`config.mk`:
```
export PLATFORM = sky130hd
export DESIGN_NAME = serial_lcd
export DESIGN_NICKNAME = d
export VERILOG_FILES = /design/src/pkg/lcd_pkg.sv /design/src/rtl/rx_buffer.sv /design/src/rtl/serial_lcd.sv
export SDC_FILE = /design/constraint.sdc
export NUM_CORES = 1
export LEC_CHECK = 0
export BUFFER_PORTS_ARGS = -buffer_cell sky130_fd_sc_hd__buf_2
export CORE_MARGIN = 2
export CORE_UTILIZATION = 35
export CTS_BUF_LIST = sky130_fd_sc_hd__clkbuf_8
export DETAILED_ROUTE_END_ITERATION = 16
export GPL_ROUTABILITY_DRIVEN = 0
export GPL_TIMING_DRIVEN = 0
export HOLD_SLACK_MARGIN = 0.12
export PLACE_DENSITY = 0.51
export SKIP_CTS_REPAIR_TIMING = 1
export SLEW_MARGIN = 20
export SYNTH_ARGS = -nofsm -noshare
export SYNTH_HDL_FRONTEND = slang
export SYNTH_SLANG_ARGS = --single-unit
```
`constraint.sdc`:
```
create_clock -name clk_sys -period 10.7 [get_ports clk_sys]
set_input_delay 1.07 -clock clk_sys [delete_from_list [all_inputs] [get_ports clk_sys]]
set_output_delay 1.07 -clock clk_sys [all_outputs]
set_load 0.05 [all_outputs]
```
`src/pkg/lcd_pkg.sv`:
```
// Shared constants and types for the serial character display interpreter.
package lcd_pkg;
  localparam int CLK_HZ    = 125_000_000;
  localparam int CLK_NS    = 8;
  localparam int BAUD      = 9600;
  localparam int BIT_CYC   = CLK_HZ / BAUD;
  localparam int EN_NS     = 500;
  localparam int EN_CYC    = (EN_NS + CLK_NS - 1) / CLK_NS;
  localparam int SHORT_US  = 50;
  localparam int SHORT_CYC = (SHORT_US * 1000 + CLK_NS - 1) / CLK_NS;
  localparam int LONG_US   = 2000;
  localparam int LONG_CYC  = (LONG_US * 1000 + CLK_NS - 1) / CLK_NS;
  localparam int PWR_MS    = 40;
  localparam int PWR_CYC   = PWR_MS * (CLK_HZ / 1000);
  localparam int HOLD_MS   = 1000;
  localparam int HOLD_CYC  = HOLD_MS * (CLK_HZ / 1000);
  localparam int BEEP_HZ   = 500;
  localparam int BEEP_MS   = 50;
  localparam int BEEP_CYC  = BEEP_MS * (CLK_HZ / 1000);
  localparam int HALF_CYC  = CLK_HZ / (2 * BEEP_HZ);
  localparam int RX_DEPTH  = 64;

  localparam logic [2:0] ROWS_DEF  = 3'h4;
  localparam logic [5:0] COLS_DEF  = 6'h14;
  localparam logic [3:0] TAB_DEF   = 4'h4;
  localparam logic [1:0] STYLE_DEF = 2'h3;

  localparam logic [7:0] CH_PREFIX = 8'h3f;
  localparam logic [7:0] CH_SPACE  = 8'h20;
  localparam logic [7:0] CH_ZERO   = 8'h30;
  localparam logic [7:0] CH_SEVEN  = 8'h37;
  localparam logic [7:0] CH_NINE   = 8'h39;
  localparam logic [7:0] CH_X      = 8'h78;
  localparam logic [7:0] CH_C      = 8'h63;
  localparam logic [7:0] KEY_HOME  = 8'h61;
  localparam logic [7:0] KEY_BS    = 8'h62;
  localparam logic [7:0] KEY_CLS   = 8'h66;
  localparam logic [7:0] KEY_BEEP  = 8'h67;
  localparam logic [7:0] KEY_BACK  = 8'h68;
  localparam logic [7:0] KEY_FWD   = 8'h69;
  localparam logic [7:0] KEY_DOWN  = 8'h6a;
  localparam logic [7:0] KEY_UP    = 8'h6b;
  localparam logic [7:0] KEY_LINE  = 8'h6c;
  localparam logic [7:0] KEY_CR    = 8'h6d;
  localparam logic [7:0] KEY_NL    = 8'h6e;
  localparam logic [7:0] KEY_TAB   = 8'h74;
  localparam logic [7:0] KEY_COL   = 8'h78;
  localparam logic [7:0] KEY_ROW   = 8'h79;
  localparam logic [7:0] KEY_GEOM  = 8'h47;

  localparam logic [7:0] CMD_WAKE1 = 8'h33;
  localparam logic [7:0] CMD_WAKE2 = 8'h32;
  localparam logic [7:0] CMD_FUNC  = 8'h28;
  localparam logic [7:0] CMD_DISP  = 8'h0c;
  localparam logic [7:0] CMD_ENTRY = 8'h06;
  localparam logic [7:0] CMD_CLEAR = 8'h01;
  localparam logic [7:0] CMD_CGRAM = 8'h40;
  localparam logic [7:0] CMD_DDRAM = 8'h80;
  localparam logic [6:0] ROW_ODD   = 7'h40;
  localparam logic [6:0] GLYPH0    = 7'h07;
  localparam logic [6:0] INIT_LAST = 7'h47;
  localparam logic [2:0] SHOW_LAST = 3'h6;
  localparam logic [7:0] TEST_LO   = 8'h20;
  localparam logic [7:0] TEST_HI   = 8'h7e;
  localparam logic [3:0] NV_GEOM   = 4'h0;

  typedef struct packed {
    logic       rs;
    logic       en;
    logic [3:0] data;
  } lcd_bus_type;

  typedef struct packed {
    logic       we;
    logic [3:0] addr;
    logic [7:0] data;
  } nv_write_type;

  typedef enum logic [3:0] {
    S_PWR = 4'h0, S_INIT = 4'h1, S_SHOW = 4'h3, S_HOLD = 4'h2,
    S_IDLE = 4'h6, S_CMD = 4'h7, S_POS = 4'h5, S_BLANK = 4'h4,
    S_ARGY = 4'hc, S_ARGX1 = 4'hd, S_ARGX2 = 4'hf, S_G1 = 4'he,
    S_G2 = 4'ha, S_G3 = 4'hb, S_TEST = 4'h9
  } state_type;
endpackage

```
`src/rtl/rx_buffer.sv`:
```
// Serial frame receiver with a byte buffer in front of the interpreter.
`timescale 1ns/1ps
module rx_buffer #(
  parameter int BIT_CYC = lcd_pkg::BIT_CYC,
  parameter int DEPTH   = lcd_pkg::RX_DEPTH
) (
  input  wire logic       clk_sys,   // System clock
  input  wire logic       rst_b,     // Asynchronous reset, active low
  input  wire logic       serial_in, // Serial line, idle high
  input  wire logic       rd_ready,  // Consumer takes the head byte
  output logic            rd_valid,  // Head byte present
  output logic [7:0]      rd_data,   // Head byte
  output logic            overrun    // Byte lost to a full buffer
);
  import lcd_pkg::*;
  localparam int AW = $clog2(DEPTH);
  localparam logic [13:0] BIT_END  = 14'(BIT_CYC - 1);
  localparam logic [13:0] HALF_END = 14'(BIT_CYC / 2 - 1);
  if (BIT_CYC < 4 || BIT_CYC > 16384 || DEPTH != (1 << AW))
    $error("rx_buffer: bad bit time or depth");

  typedef struct packed {
    logic          s1, s2, busy, ovr;
    logic [3:0]    bitn;
    logic [13:0]   cnt;
    logic [7:0]    sh;
    logic [AW-1:0] wp, rp;
    logic [AW:0]   fill;
  } rx_type;

  rx_type r, n;
  logic   push;
  logic [7:0] mem [DEPTH];

  always_comb begin
    n = r;
    push = 1'b0;
    n.s1 = serial_in;
    n.s2 = r.s1;
    n.ovr = 1'b0;
    if (!r.busy) begin
      n.cnt = '0;
      n.bitn = '0;
      n.busy = !r.s2;
    end else if (r.bitn == 4'h0) begin
      if (r.cnt == HALF_END) begin
        n.cnt = '0;
        n.bitn = 4'h1;
        n.busy = !r.s2;
      end else n.cnt = r.cnt + 14'h1;
    end else if (r.cnt == BIT_END) begin
      n.cnt = '0;
      n.bitn = r.bitn + 4'h1;
      if (r.bitn == 4'h9) begin
        n.busy = 1'b0;
        push = r.s2 && (r.fill != (AW+1)'(DEPTH));
        n.ovr = r.s2 && !push;
      end else n.sh = {r.s2, r.sh[7:1]};
    end else n.cnt = r.cnt + 14'h1;
    if (push) n.wp = r.wp + 1'b1;
    if (rd_ready && rd_valid) n.rp = r.rp + 1'b1;
    n.fill = r.fill + (AW+1)'(push) - (AW+1)'(rd_ready && rd_valid);
  end

  always_ff @(posedge clk_sys or negedge rst_b) begin
    if (!rst_b) r <= '{s1: 1'b1, s2: 1'b1, default: '0};
    else r <= n;
  end

  always_ff @(posedge clk_sys) begin
    if (push) mem[r.wp] <= r.sh;
  end

  assign rd_valid = (r.fill != '0);
  assign rd_data  = mem[r.rp];
  assign overrun  = r.ovr;
endmodule

```
`src/rtl/serial_lcd.sv`:
```
// Serial text and command interpreter driving a character display in nibble mode.
`timescale 1ns/1ps
// How it works
// - Commands start with a question mark; the following letter is case sensitive.
// - Command a homes the cursor and leaves the screen text alone.
// - Backspaces, forward, down and up move the cursor within the set geometry.
// - Command f clears the whole screen and homes the cursor.
// - Command g sounds the piezo at 500 Hz for 50 ms, then idles it.
// - Clear-line blanks the current row and leaves the cursor at column zero.
// - Command m returns the cursor to column zero of the same row.
// - Command n moves to the next row start and blanks that row.
// - Command t blanks forward to the next stop of the stored tab size.
// - Command y takes one row digit; command x takes two column digits.
// - Rows and columns count from zero; 4x20 gives rows 0-3, columns 00-19.
// - A question mark then digit 0-7 writes that user glyph at the cursor.
// - Each printed character advances the cursor by the geometry.
// - Geometry changes go to nonvolatile storage; style, tab and glyphs stay at their defaults.
// - At boot outside test mode the default geometry and cursor style are shown briefly.
// - Defaults: four rows, twenty columns, tab four, style three, line glyphs.
// - Geometry takes one row and two column digits; only six sizes are accepted.
// - Up to 64 received bytes are buffered; the host paces its output.
// - The display is driven four bits at a time on its upper data lines.
// - A grounded test input at power-up selects test mode over serial commands.
// - Test mode scrolls an endless repeating character stream after a pause.
module serial_lcd #(
  parameter int BIT_CYC   = lcd_pkg::BIT_CYC,
  parameter int SHORT_CYC = lcd_pkg::SHORT_CYC,
  parameter int LONG_CYC  = lcd_pkg::LONG_CYC,
  parameter int PWR_CYC   = lcd_pkg::PWR_CYC,
  parameter int HOLD_CYC  = lcd_pkg::HOLD_CYC,
  parameter int BEEP_CYC  = lcd_pkg::BEEP_CYC,
  parameter int HALF_CYC  = lcd_pkg::HALF_CYC
) (
  input  wire logic           clk_sys,           // 125 MHz system clock
  input  wire logic           rst_b,             // Asynchronous reset, active low
  input  wire logic           serial_data,       // Serial input, idle high
  input  wire logic           test_mode_header_b, // Low selects test mode
  output lcd_pkg::lcd_bus_type lcd,              // Display select, enable, nibble
  output logic                piezo,             // Beeper square wave
  output lcd_pkg::nv_write_type nv,              // Storage write strobe
  output logic                rx_overrun         // Received byte dropped
);
  import lcd_pkg::*;
  localparam logic [17:0] EN_END    = 18'(EN_CYC - 1);
  localparam logic [17:0] SHORT_END = 18'(SHORT_CYC - 1);
  localparam logic [17:0] LONG_END  = 18'(LONG_CYC - 1);
  localparam logic [26:0] PWR_END   = 27'(PWR_CYC - 1);
  localparam logic [26:0] HOLD_END  = 27'(HOLD_CYC - 1);
  localparam logic [22:0] BEEP_END  = 23'(BEEP_CYC);
  localparam logic [16:0] HALF_END  = 17'(HALF_CYC - 1);
  if (LONG_CYC > 262144 || SHORT_CYC < 1 || HOLD_CYC > 134217728 ||
      PWR_CYC > 134217728 || BEEP_CYC > 8388607 || HALF_CYC > 131072)
    $error("serial_lcd: count does not fit its counter");

  typedef struct packed {
    state_type    st;
    logic         ts1, ts2, test;
    logic [26:0]  tmr;
    logic [6:0]   idx;
    logic [2:0]   rows, arow;
    logic [5:0]   cols, col, tcol, blank;
    logic [1:0]   row, style;
    logic [3:0]   tab, atens;
    logic [7:0]   tch;
    logic         wbusy, wlong, wrs;
    logic [7:0]   wbyte;
    logic [2:0]   wph;
    logic [17:0]  wcnt;
    logic [22:0]  beep_left;
    logic [16:0]  beep_ph;
    logic         piezo;
    lcd_bus_type  lcd;
    nv_write_type nv;
  } ctl_type;

  localparam ctl_type CTL_RST = '{st: S_PWR, ts1: 1'b1, ts2: 1'b1, rows: ROWS_DEF,
    cols: COLS_DEF, tab: TAB_DEF, style: STYLE_DEF, tch: TEST_LO, default: '0};

  ctl_type    r, n;
  logic       pop, rx_valid, take;
  logic [7:0] rx_data;

  rx_buffer #(.BIT_CYC(BIT_CYC), .DEPTH(RX_DEPTH)) u_rx (
    .clk_sys  (clk_sys),
    .rst_b    (rst_b),
    .serial_in(serial_data),
    .rd_ready (pop),
    .rd_valid (rx_valid),
    .rd_data  (rx_data),
    .overrun  (rx_overrun)
  );

  function automatic logic geom_ok(input logic [2:0] gr, input logic [6:0] gc);
    return (gr == 3'h2 && (gc == 7'h10 || gc == 7'h14 || gc == 7'h18 || gc == 7'h28)) ||
           (gr == 3'h4 && (gc == 7'h10 || gc == 7'h14));
  endfunction

  // Rows 2 and 3 continue after rows 0 and 1 in display memory.
  function automatic logic [7:0] ddram(input logic [1:0] rw, input logic [5:0] c,
                                       input logic [5:0] w);
    logic [6:0] a;
    a = (rw[0] ? ROW_ODD : 7'h00) + (rw[1] ? {1'b0, w} : 7'h00) + {1'b0, c};
    return CMD_DDRAM | {1'b0, a};
  endfunction

  function automatic logic [1:0] next_row(input logic [1:0] rw, input logic [2:0] nr);
    return ({1'b0, rw} == nr - 3'h1) ? 2'h0 : rw + 2'h1;
  endfunction

  function automatic logic [1:0] prev_row(input logic [1:0] rw, input logic [2:0] nr);
    return (rw == 2'h0) ? 2'(nr - 3'h1) : rw - 2'h1;
  endfunction

  // Returns {row, col} one place forward or back, wrapping rows.
  function automatic logic [7:0] step(input ctl_type s, input logic fwd);
    if (fwd)
      return (s.col == s.cols - 6'h1) ? {next_row(s.row, s.rows), 6'h0}
                                      : {s.row, s.col + 6'h1};
    return (s.col == 6'h0) ? {prev_row(s.row, s.rows), s.cols - 6'h1}
                           : {s.row, s.col - 6'h1};
  endfunction

  function automatic ctl_type send(input ctl_type s, input logic [7:0] b, input logic rs);
    s.wbusy = 1'b1;
    s.wbyte = b;
    s.wrs   = rs;
    s.wph   = 3'h0;
    s.wcnt  = '0;
    s.wlong = !rs && (b < 8'h04 || b[7:4] == 4'h3);
    return s;
  endfunction

  // Prints a byte and moves on; the address is rewritten since rows are not contiguous.
  function automatic ctl_type put(input ctl_type s, input logic [7:0] b);
    s = send(s, b, 1'b1);
    {s.row, s.col} = step(s, 1'b1);
    s.st = S_POS;
    return s;
  endfunction

  function automatic logic [7:0] init_byte(input logic [6:0] i, input logic [1:0] sty);
    logic [5:0] k;
    k = 6'(i - GLYPH0);
    case (i)
      7'h00:     return CMD_WAKE1;
      7'h01:     return CMD_WAKE2;
      7'h02:     return CMD_FUNC;
      7'h03:     return CMD_DISP | {6'h0, sty};
      7'h04:     return CMD_ENTRY;
      7'h05:     return CMD_CLEAR;
      7'h06:     return CMD_CGRAM;
      INIT_LAST: return CMD_DDRAM;
      default:   return (k[2:0] >= 3'h7 - k[5:3]) ? 8'h1f : 8'h00;
    endcase
  endfunction

  function automatic logic [7:0] show_char(input logic [2:0] i, input ctl_type s);
    case (i)
      3'h0:    return CH_ZERO + {5'h0, s.rows};
      3'h1:    return CH_X;
      3'h2:    return CH_ZERO + 8'(s.cols / 6'h0a);
      3'h3:    return CH_ZERO + 8'(s.cols % 6'h0a);
      3'h4:    return CH_SPACE;
      3'h5:    return CH_C;
      default: return CH_ZERO + {6'h0, s.style};
    endcase
  endfunction

  assign take = !r.wbusy && rx_valid && r.st == S_CMD;

  always_comb begin
    logic       dig_ok;
    logic [7:0] dig;
    logic [6:0] val;
    logic [5:0] run;
    n = r;
    pop = 1'b0;
    dig = rx_data - CH_ZERO;
    dig_ok = rx_data >= CH_ZERO && rx_data <= CH_NINE;
    val = 7'(r.atens) * 7'h0a + 7'(dig[3:0]);
    run = 6'(r.tab) - (r.col % 6'(r.tab));
    n.ts1 = test_mode_header_b;
    n.ts2 = r.ts1;
    n.nv.we = 1'b0;
    if (r.beep_left != '0) begin
      n.beep_left = r.beep_left - 23'h1;
      n.beep_ph = (r.beep_ph == HALF_END) ? 17'h0 : r.beep_ph + 17'h1;
      if (r.beep_ph == HALF_END) n.piezo = !r.piezo;
    end else begin
      n.beep_ph = '0;
      n.piezo = 1'b0;
    end
    if (r.wbusy) begin
      // Phases: upper setup, upper enable, lower setup, lower enable, settle.
      if (r.wcnt == ((r.wph == 3'h4) ? (r.wlong ? LONG_END : SHORT_END) : EN_END)) begin
        n.wcnt = '0;
        if (r.wph == 3'h4) n.wbusy = 1'b0;
        else n.wph = r.wph + 3'h1;
      end else n.wcnt = r.wcnt + 18'h1;
    end else begin
      unique case (r.st)
        S_PWR: begin
          n.tmr = r.tmr + 27'h1;
          if (r.tmr == PWR_END) begin
            n.tmr = '0;
            n.test = !r.ts2;
            n.st = S_INIT;
          end
        end
        S_INIT: begin
          n = send(n, init_byte(r.idx, r.style), r.idx >= GLYPH0 && r.idx < INIT_LAST);
          n.idx = (r.idx == INIT_LAST) ? 7'h0 : r.idx + 7'h1;
          if (r.idx == INIT_LAST) n.st = S_SHOW;
        end
        S_SHOW: begin
          if (r.test) n.st = S_HOLD;
          else begin
            n = send(n, show_char(r.idx[2:0], r), 1'b1);
            n.idx = r.idx + 7'h1;
            if (r.idx[2:0] == SHOW_LAST) n.st = S_HOLD;
          end
        end
        S_HOLD: begin
          n.tmr = r.tmr + 27'h1;
          if (r.tmr == HOLD_END) begin
            n = send(n, CMD_CLEAR, 1'b0);
            n.tmr = '0;
            n.row = '0;
            n.col = '0;
            n.st = r.test ? S_TEST : S_IDLE;
          end
        end
        S_IDLE: if (rx_valid) begin
          pop = 1'b1;
          if (rx_data == CH_PREFIX) n.st = S_CMD;
          else n = put(n, rx_data);
        end
        S_CMD: if (rx_valid) begin
          pop = 1'b1;
          n.st = S_POS;
          case (rx_data)
            CH_PREFIX: n = put(n, CH_PREFIX);
            KEY_HOME:  {n.row, n.col} = 8'h00;
            KEY_BS: begin
              {n.row, n.col} = step(r, 1'b0);
              n.tcol = n.col;
              n.blank = 6'h1;
            end
            KEY_CLS: begin
              n = send(n, CMD_CLEAR, 1'b0);
              {n.row, n.col} = 8'h00;
              n.st = S_IDLE;
            end
            KEY_BEEP: begin
              n.beep_left = BEEP_END;
              n.st = S_IDLE;
            end
            KEY_BACK:  {n.row, n.col} = step(r, 1'b0);
            KEY_FWD:   {n.row, n.col} = step(r, 1'b1);
            KEY_DOWN:  n.row = next_row(r.row, r.rows);
            KEY_UP:    n.row = prev_row(r.row, r.rows);
            KEY_LINE, KEY_NL: begin
              if (rx_data == KEY_NL) n.row = next_row(r.row, r.rows);
              n.col = '0;
              n.tcol = '0;
              n.blank = r.cols;
            end
            KEY_CR:    n.col = '0;
            KEY_TAB: begin
              // A stop past the line end stops at the last column.
              n.blank = (run >= r.cols - r.col) ? r.cols - r.col : run;
              n.tcol = (run >= r.cols - r.col) ? r.cols - 6'h1 : r.col + run;
            end
            KEY_ROW:   n.st = S_ARGY;
            KEY_COL:   n.st = S_ARGX1;
            KEY_GEOM:  n.st = S_G1;
            default: begin
              if (rx_data >= CH_ZERO && rx_data <= CH_SEVEN) n = put(n, dig);
              else n.st = S_IDLE;
            end
          endcase
        end
        S_POS: begin
          n = send(n, ddram(r.row, r.col, r.cols), 1'b0);
          n.st = (r.blank != '0) ? S_BLANK : (r.test ? S_TEST : S_IDLE);
        end
        S_BLANK: begin
          n = send(n, CH_SPACE, 1'b1);
          n.blank = r.blank - 6'h1;
          if (r.blank == 6'h1) begin
            n.col = r.tcol;
            n.st = S_POS;
          end
        end
        S_ARGY: if (rx_valid) begin
          pop = 1'b1;
          n.st = S_IDLE;
          if (dig_ok && dig < {5'h0, r.rows}) begin
            n.row = dig[1:0];
            n.st = S_POS;
          end
        end
        S_ARGX1, S_G2: if (rx_valid) begin
          pop = 1'b1;
          n.atens = dig[3:0];
          n.st = !dig_ok ? S_IDLE : (r.st == S_G2 ? S_G3 : S_ARGX2);
        end
        S_ARGX2: if (rx_valid) begin
          pop = 1'b1;
          n.st = S_IDLE;
          if (dig_ok && val < {1'b0, r.cols}) begin
            n.col = val[5:0];
            n.st = S_POS;
          end
        end
        S_G1: if (rx_valid) begin
          pop = 1'b1;
          n.arow = dig[2:0];
          n.st = dig_ok ? S_G2 : S_IDLE;
        end
        S_G3: if (rx_valid) begin
          pop = 1'b1;
          n.st = S_IDLE;
          if (dig_ok && geom_ok(r.arow, val)) begin
            n.rows = r.arow;
            n.cols = val[5:0];
            {n.row, n.col} = 8'h00;
            n.nv = '{we: 1'b1, addr: NV_GEOM, data: {r.arow[2], 1'b0, val[5:0]}};
            n = send(n, CMD_CLEAR, 1'b0);
          end
        end
        S_TEST: begin
          n = put(n, r.tch);
          n.tch = (r.tch == TEST_HI) ? TEST_LO : r.tch + 8'h1;
        end
      endcase
    end
    n.lcd.rs = n.wrs;
    n.lcd.data = (n.wph < 3'h2) ? n.wbyte[7:4] : n.wbyte[3:0];
    n.lcd.en = n.wbusy && n.wph[0];
  end

  always_ff @(posedge clk_sys or negedge rst_b) begin
    if (!rst_b) r <= CTL_RST;
    else r <= n;
  end

  assign lcd   = r.lcd;
  assign piezo = r.piezo;
  assign nv    = r.nv;
endmodule

```
* Word level (Yosys, flattened, before mapping)
Memories as Yosys holds them, arrays and structs flattened.
Index checks and enable logic that the tools add are counted.
** Word-level totals
- ROM bits :: 0
- Bits in writable memories :: 512
- Input port bits :: 4
- Flip-flop bits (word level) :: 225
- Memories :: 1
- Latch bits :: 0
** Memories
- u_rx.mem :: words 64, bits a word 8, read ports 1, clocked after memory_dff 0, write ports 1, line rx_buffer.sv:33 : logic [7:0] mem [DEPTH];
** Operators by class
- Magnitude comparators :: 12
- Eq/ne operators :: 100
- $mul :: 1
- Muxes and demuxes :: 131
- Reductions and logical operators :: 73
- Bitwise operators :: 13
- Divide/modulo/power cells :: 2
- Shift operators :: 0
- Add/subtract/negate cells :: 32
** Operators with widths (number)
- $pmux W100 S9 :: 1
- $mux W183 :: 4
- $mux W130 :: 2
- $mux W177 :: 1
- $pmux W28 S6 :: 1
- $pmux W50 S3 :: 1
- $mux W142 :: 1
- $eq A8 B7 Y1 const B :: 16
- $mux W18 :: 6
- $pmux W6 S5 :: 3
- $mux W8 :: 11
- $mux W87 :: 1
- $pmux W12 S6 :: 1
- $mux W4 :: 16
- $pmux W8 S8 :: 1
- $mux W60 :: 1
- $pmux W10 S6 :: 1
- $pmux W4 S14 :: 1
- $pmux W12 S4 :: 1
- $pmux W6 S8 :: 1
- $pmux W8 S6 :: 1
- $pmux W23 S2 :: 1
- $mux W6 :: 7
- $mux W1 :: 37
- other kinds (124) :: 247

* Longest topological paths before layout
An unclocked memory read counts as a cell.
- Word-level depth :: 16
- Depth in mapped cells :: 25

* Modules after synthesis
Synthesis repeated with hierarchy kept, for this count alone.
** Unflattened totals
- Cell total of the unflattened synthesis :: 2790
- Area total of the unflattened synthesis :: 35400.2 µm²
** By module, submodules not included
- rx_buffer :: instances 1, cells each 1234, area each 22414.0 µm²
- serial_lcd :: instances 1, cells each 1556, area each 12986.2 µm²

* Worst setup path before layout
No wires, ideal clock.
- Path kind :: flip-flop to flip-flop
- Start :: register u_rx.r[7] (netlist bit)
- End :: register r[124] (netlist bit)
- Cell stages (with the launch flop) :: 24
- Data arrival time :: 5192 ps
- Setup slack :: 5383 ps
- Buffers on the path :: 4
- Required time :: 10575 ps
- Path through :: dfrtp_1 > buf_6 > buf_6 > buf_4 > mux2_2 > a221oi_1 > a31oi_1 > a32oi_1 > inv_1 > clkbuf_1 > ha_1 > fa_1 > a21o_1 > nand2_1 > xor2_1 > inv_1 > ha_1 > o2111ai_1 > a31oi_1 > a2111oi_2 > a21boi_1 > or4b_4 > nor2_4 > mux2_2
** On the way
- Word-level cells in the longest chain between the ends :: 12
- Elaborated cells between the ends (all ways) :: 51
- Classes of those cells :: add/sub: 2; order compare: 4; eq/ne: 25; mux: 5; reduce/logical: 14; memory: 1
** Ends and longest elaborated chain
- start: declaration :: line rx_buffer.sv:31 : rx_type r, n;
- start signal: assignment :: line rx_buffer.sv:67 : else r <= n;
- $mem_v2 Z64 W8 *
- net rx_data[1] :: line serial_lcd.sv:81 : logic [7:0] rx_data;
- $sub A8 B6 Y8 :: line serial_lcd.sv:178 : dig = rx_data - CH_ZERO;
- $add A7 B4 Y7 :: line serial_lcd.sv:180 : val = 7'(r.atens) * 7'h0a + 7'(dig[3:0]);
- $eq A7 B5 Y1 :: line serial_lcd.sv:94, serial_lcd.sv:95
- $logic_or A1 B1 Y1 :: line serial_lcd.sv:94, serial_lcd.sv:95
- $logic_or A1 B1 Y1 (2 in a row) :: line serial_lcd.sv:94 : return (gr == 3'h2 && (gc == 7'h10 || gc == 7'h14 || gc == 7'h18 || gc == 7'h28)) ||
- $logic_and A1 B1 Y1 :: line serial_lcd.sv:94
- $logic_or A1 B1 Y1 :: line serial_lcd.sv:94
- $logic_and A1 B1 Y1 :: line serial_lcd.sv:324 : if (dig_ok && geom_ok(r.arow, val)) begin
- $ne A2 B2 Y1 (no source line)
- $reduce_and A14 Y1 (no source line)
- end signal: assignment :: line serial_lcd.sv:345 : else r <= n;
- end: declaration :: line serial_lcd.sv:79 : ctl_type r, n;
The timed path passes the listed nets; every way through them passes the cells marked *. The select of a mux whose other input is x is not followed.
A chain may end at the register's enable or synchronous reset.

* Final worst setup path
- Start :: register u_rx.r[8] (netlist bit)
- End :: register r[140] (netlist bit)
** On the way
- Word-level cells in the longest chain between the ends :: 11
- Elaborated cells between the ends (all ways) :: 18
- Classes of those cells :: add/sub: 2; order compare: 2; eq/ne: 4; reduce/logical: 9; memory: 1
** Ends and longest elaborated chain (line)
- $mem_v2 Z64 W8 *
- net rx_data[3] :: serial_lcd.sv:81
- $sub A8 B6 Y8 :: serial_lcd.sv:178
- $add A7 B4 Y7 :: serial_lcd.sv:180
- $eq A7 B5 Y1 :: serial_lcd.sv:94, serial_lcd.sv:95
- $logic_or A1 B1 Y1 :: serial_lcd.sv:94, serial_lcd.sv:95
- $logic_or A1 B1 Y1 (2 in a row) :: serial_lcd.sv:94
- $logic_and A1 B1 Y1 :: serial_lcd.sv:94
- $logic_or A1 B1 Y1 :: serial_lcd.sv:94
- $logic_and A1 B1 Y1 * :: serial_lcd.sv:324
- $reduce_and A9 Y1 (no source line) *
The timed path passes the listed nets; every way through them passes the cells marked *.

==> qor.txt <==
data arrival time of the critical path -> 8.49 ns
global-route wire length before repair -> 151 mm
GR Overflow Total -> 0
Slowest Stage Delay on Critical Path -> 1.05 ns
final sum of negative setup slack -> 0 ns
Post-Syn Area -> 0.0351 mm2
combinational share of power -> 0.5%
highest signal layer in the routed design -> met4
leakage power -> 12.8 nW
adder-cell share of the synthesized area -> 3.14%
family with the most delay on the worst path -> buffers and inverters
effective utilization at floorplan -> 35.2%
max-slew violation total from the final report -> 0
most used cells in the layout excluding fill and tap cells -> sky130_fd_sc_hd__edfxtp_1, sky130_fd_sc_hd__nor2_1, sky130_fd_sc_hd__dfrtp_1
worst clock skew on the final layout -> 0.0762 ns
Crit Path Class -> reg2reg
Critical Path End Type -> flip-flop
Top-Level Pins -> 25
iteration-0 DRC count of the detailed router -> 2,840
total length of routed met3 wires -> 6.24 mm
type of the tightest min-delay check -> in2async
die height -> 321 um
CTS tree -> built
Met1 Routed Length -> 42.6 mm
DRC violations left -> 0
number of I/O port buffers -> 19
setup slack, reg-to-reg -> 2.85 ns
via count of the first global-routing pass -> 23,781
FP Rows -> 116
Clk Tree Root Cell -> sky130_fd_sc_hd__clkbuf_8
routed length per instance -> 23.7 um
met2 wirelength from detailed routing -> 49.1 mm
number of violations of the max-capacitance limit -> 0
critical path startpoint category -> flip-flop
number of cells on the worst reg-to-reg path -> 20
status -> finished, final reports clean
area fraction in compound gates after synthesis -> 10.3%
cell internal pwr -> 4.20 mW
number of buffers created by CTS -> 121
Max rail drop VDD -> 0.0996 mV
number of synthesis warnings -> 0
Final Hold Violating Endpoints -> 0
Worst Tran Pin Value -> 1.21 ns
Total Routed Length -> 101 mm
predominant post-synthesis flop cell -> sky130_fd_sc_hd__edfxtp_1
overall fraction of global-route tracks in use -> 19.5%
H-tree lvl count -> 3
Area growth, synth to finish -> 12.3%
number of antenna violations at the first check in global routing -> 1
most frequent standard cell in the layout excluding fill and tap cells -> sky130_fd_sc_hd__edfxtp_1
library cell contributing the largest single delay on the critical path -> sky130_fd_sc_hd__a2111oi_0
clock network fraction of total power -> 43.9%
worst relative slew slack -> 19.4%
Clk Latency, worst-skew pair -> 0.79 ns
Avg Vias per Cell -> 5.60
switching portion of total power -> 22.3%
Post-Synthesis Mean Instance Area -> 12.9 um2
Min Clock Period, post-route -> 7.85 ns
area of the core -> 0.0997 mm2
ys async rst share -> 30.1%
post-synthesis xor/xnor area fraction -> 3.09%
Buf/Inv on CP -> 7
detailed placer's ending HPWL -> 70.0 mm
number of enable flip-flop cells after synthesis -> 512
CTS clk-pin slew, worst paths -> 0.06 ns
most frequent cell on the critical path -> sky130_fd_sc_hd__clkbuf_1
main combinational cell family by area after synthesis -> simple AND/OR/NAND/NOR gates
register share of total power -> 55.7%
Crit path required time -> 11.35 ns
number of optimization iterations in the first detailed-route pass -> 10
floorplan die width -> 321 um
largest fanout on the critical path -> 10
total setup violations reported at the end of the flow -> 0
Clock Path Buffers -> 3
unrepaired setup endpoints after global routing -> no
total clock sinks -> 732
mux contribution to synthesized area -> 9.23%
fin crit share -> 73.4%
PwrDens -> 137 mW/mm2
number of vias after detailed routing -> 23,936
Final nets -> 2,959
cells traversed along the worst timing path -> buf_4 -> buf_2 -> nand3_1 -> clkbuf_1 -> o22ai_1 -> a2111oi_0 -> o32a_2 -> clkinv_1 -> ha_1 -> xnor2_1 -> inv_1 -> a21oi_1 -> a21oi_1 -> or3_1 -> a211o_1 -> nor3_1 -> and3_1 -> clkbuf_1 -> clkbuf_1 -> o21ai_0
flops & latches, synth -> 732
share of synthesized cell area in and, or, nand and nor gates -> 11.5%
sequential element share of the synthesized area -> 59.5%
pin count of the biggest net entering global routing -> 91
power dissipated by switching net loads -> 1.21 mW
share of post-route cells with drive strength above 1 -> 14.9%
unique cell type count in the Yosys netlist -> 108
area enclosed by the die boundary -> 0.103 mm2
Max Freq -> 127 MHz
worst hold slack after final layout -> 0.179 ns
Detail Route Antenna Nets -> 0
FF-to-FF Start -> u_rx.r[8]
cell count after synthesis -> 2,714
capture point of the worst reg-to-reg path -> r[140]
synth_stat cells, types with 55 or more instances:
master	instances	area [um2]
sky130_fd_sc_hd__edfxtp_1	512	15400
sky130_fd_sc_hd__nor2_1	278	1040
sky130_fd_sc_hd__dfrtp_1	212	5310
sky130_fd_sc_hd__nand2_1	193	724
sky130_fd_sc_hd__a21oi_1	110	551
sky130_fd_sc_hd__o21ai_0	107	536
sky130_fd_sc_hd__mux4_2	96	2160
sky130_fd_sc_hd__inv_1	82	308
sky130_fd_sc_hd__ha_1	80	1000
sky130_fd_sc_hd__clkbuf_1	74	278
sky130_fd_sc_hd__nand3_1	72	360
sky130_fd_sc_hd__xnor2_1	71	622
sky130_fd_sc_hd__nor3_1	55	275
logic make-up after synthesis:
kind of cell / after synthesis
and+or+nand+nor: 833
DFF: 732
AOI/OAI and AO/OA: 517
buffers and inverters: 232
muxes: 190
xor gates and xnor gates: 124
adders and majority gates: 85
other: 1
cell type report:
| class | instances | area, um2 |
|---|---|---|
| antenna | 2 | 5.00 |
| buffer | 147 | 815 |
| clock buffer | 134 | 1840 |
| clock inverter | 94 | 484 |
| fill | 9415 | 60300 |
| inverter | 85 | 319 |
| multi-input combinational | 1754 | 13100 |
| sequential | 732 | 20900 |
| tap | 1298 | 1620 |
| timing repair buffer | 29 | 293 |
worst reg2reg max path, delay by kind of cell, from the launching register on:
family	cells	cell delay (ns)
simple gates	4	1.14
flops	1	0.45
buf+inv	7	2.65
xor+xnor	1	0.52
fa+ha+maj	1	0.47
compound gates	7	2.46
routing by layer:
metal	global-route usage, %	vias to the layer above
met5	0	-
met4	7.02	0
met3	2.83	220
met2	32.6	927
met1	25.7	12129
li1	-	10660
flip-flops by register name, summed over array words and instances, names as in the netlist:
name and flops:
u_rx.n 1, u_rx.r 47, piezo 1, u_rx.overrun 1, lcd 6, r 156, u_rx.mem 512, nv 8
stage by stage:
| stage | instance area, um2 | cells | power (mW) | worst slack [ns] | util (%) |
|---|---|---|---|---|---|
| 5_1_grt | 39400 | 4275 | 5.58 | 2.53 | 39.5 |
| 2_1_floorplan | 35100 | 2718 | 3.07 | 5.38 | - |
| 3_3_place_gp | 36800 | 4035 | 3.09 | 2.97 | 36.9 |
| 3_5_place_dp | 37100 | 4045 | 3.09 | 3.01 | 37.2 |
| 4_1_cts | 39400 | 4273 | 5.46 | 3.00 | 39.5 |
| 6_report | 39400 | 4275 | 5.40 | 2.85 | 39.5 |
power by group through the flow:
stage	Clock (mW)	Sequential [mW]	Combinational [mW]
final	2.37	3.01	0.0252
after global routing	2.55	3.00	0.0295
after CTS	2.43	3.01	0.0269
after detailed placement	0	3.06	0.0269
after global placement	0	3.06	0.0234
after floorplan	0	3.06	0.00524
worst max path at each step:
stage | from | to | slack, ns | depth (start not counted)
after floorplan | u_rx.r[7] | r[124] | 5.38 | 23
after global placement | u_rx.r[8] | r[140] | 2.97 | 20
after detailed placement | u_rx.r[8] | r[140] | 3.01 | 20
after CTS | u_rx.r[8] | r[140] | 3.00 | 20
after global routing | u_rx.r[8] | r[133] | 2.53 | 20
final | u_rx.r[8] | r[140] | 2.85 | 20
Note: power is estimated with default switching activity, not from simulation.
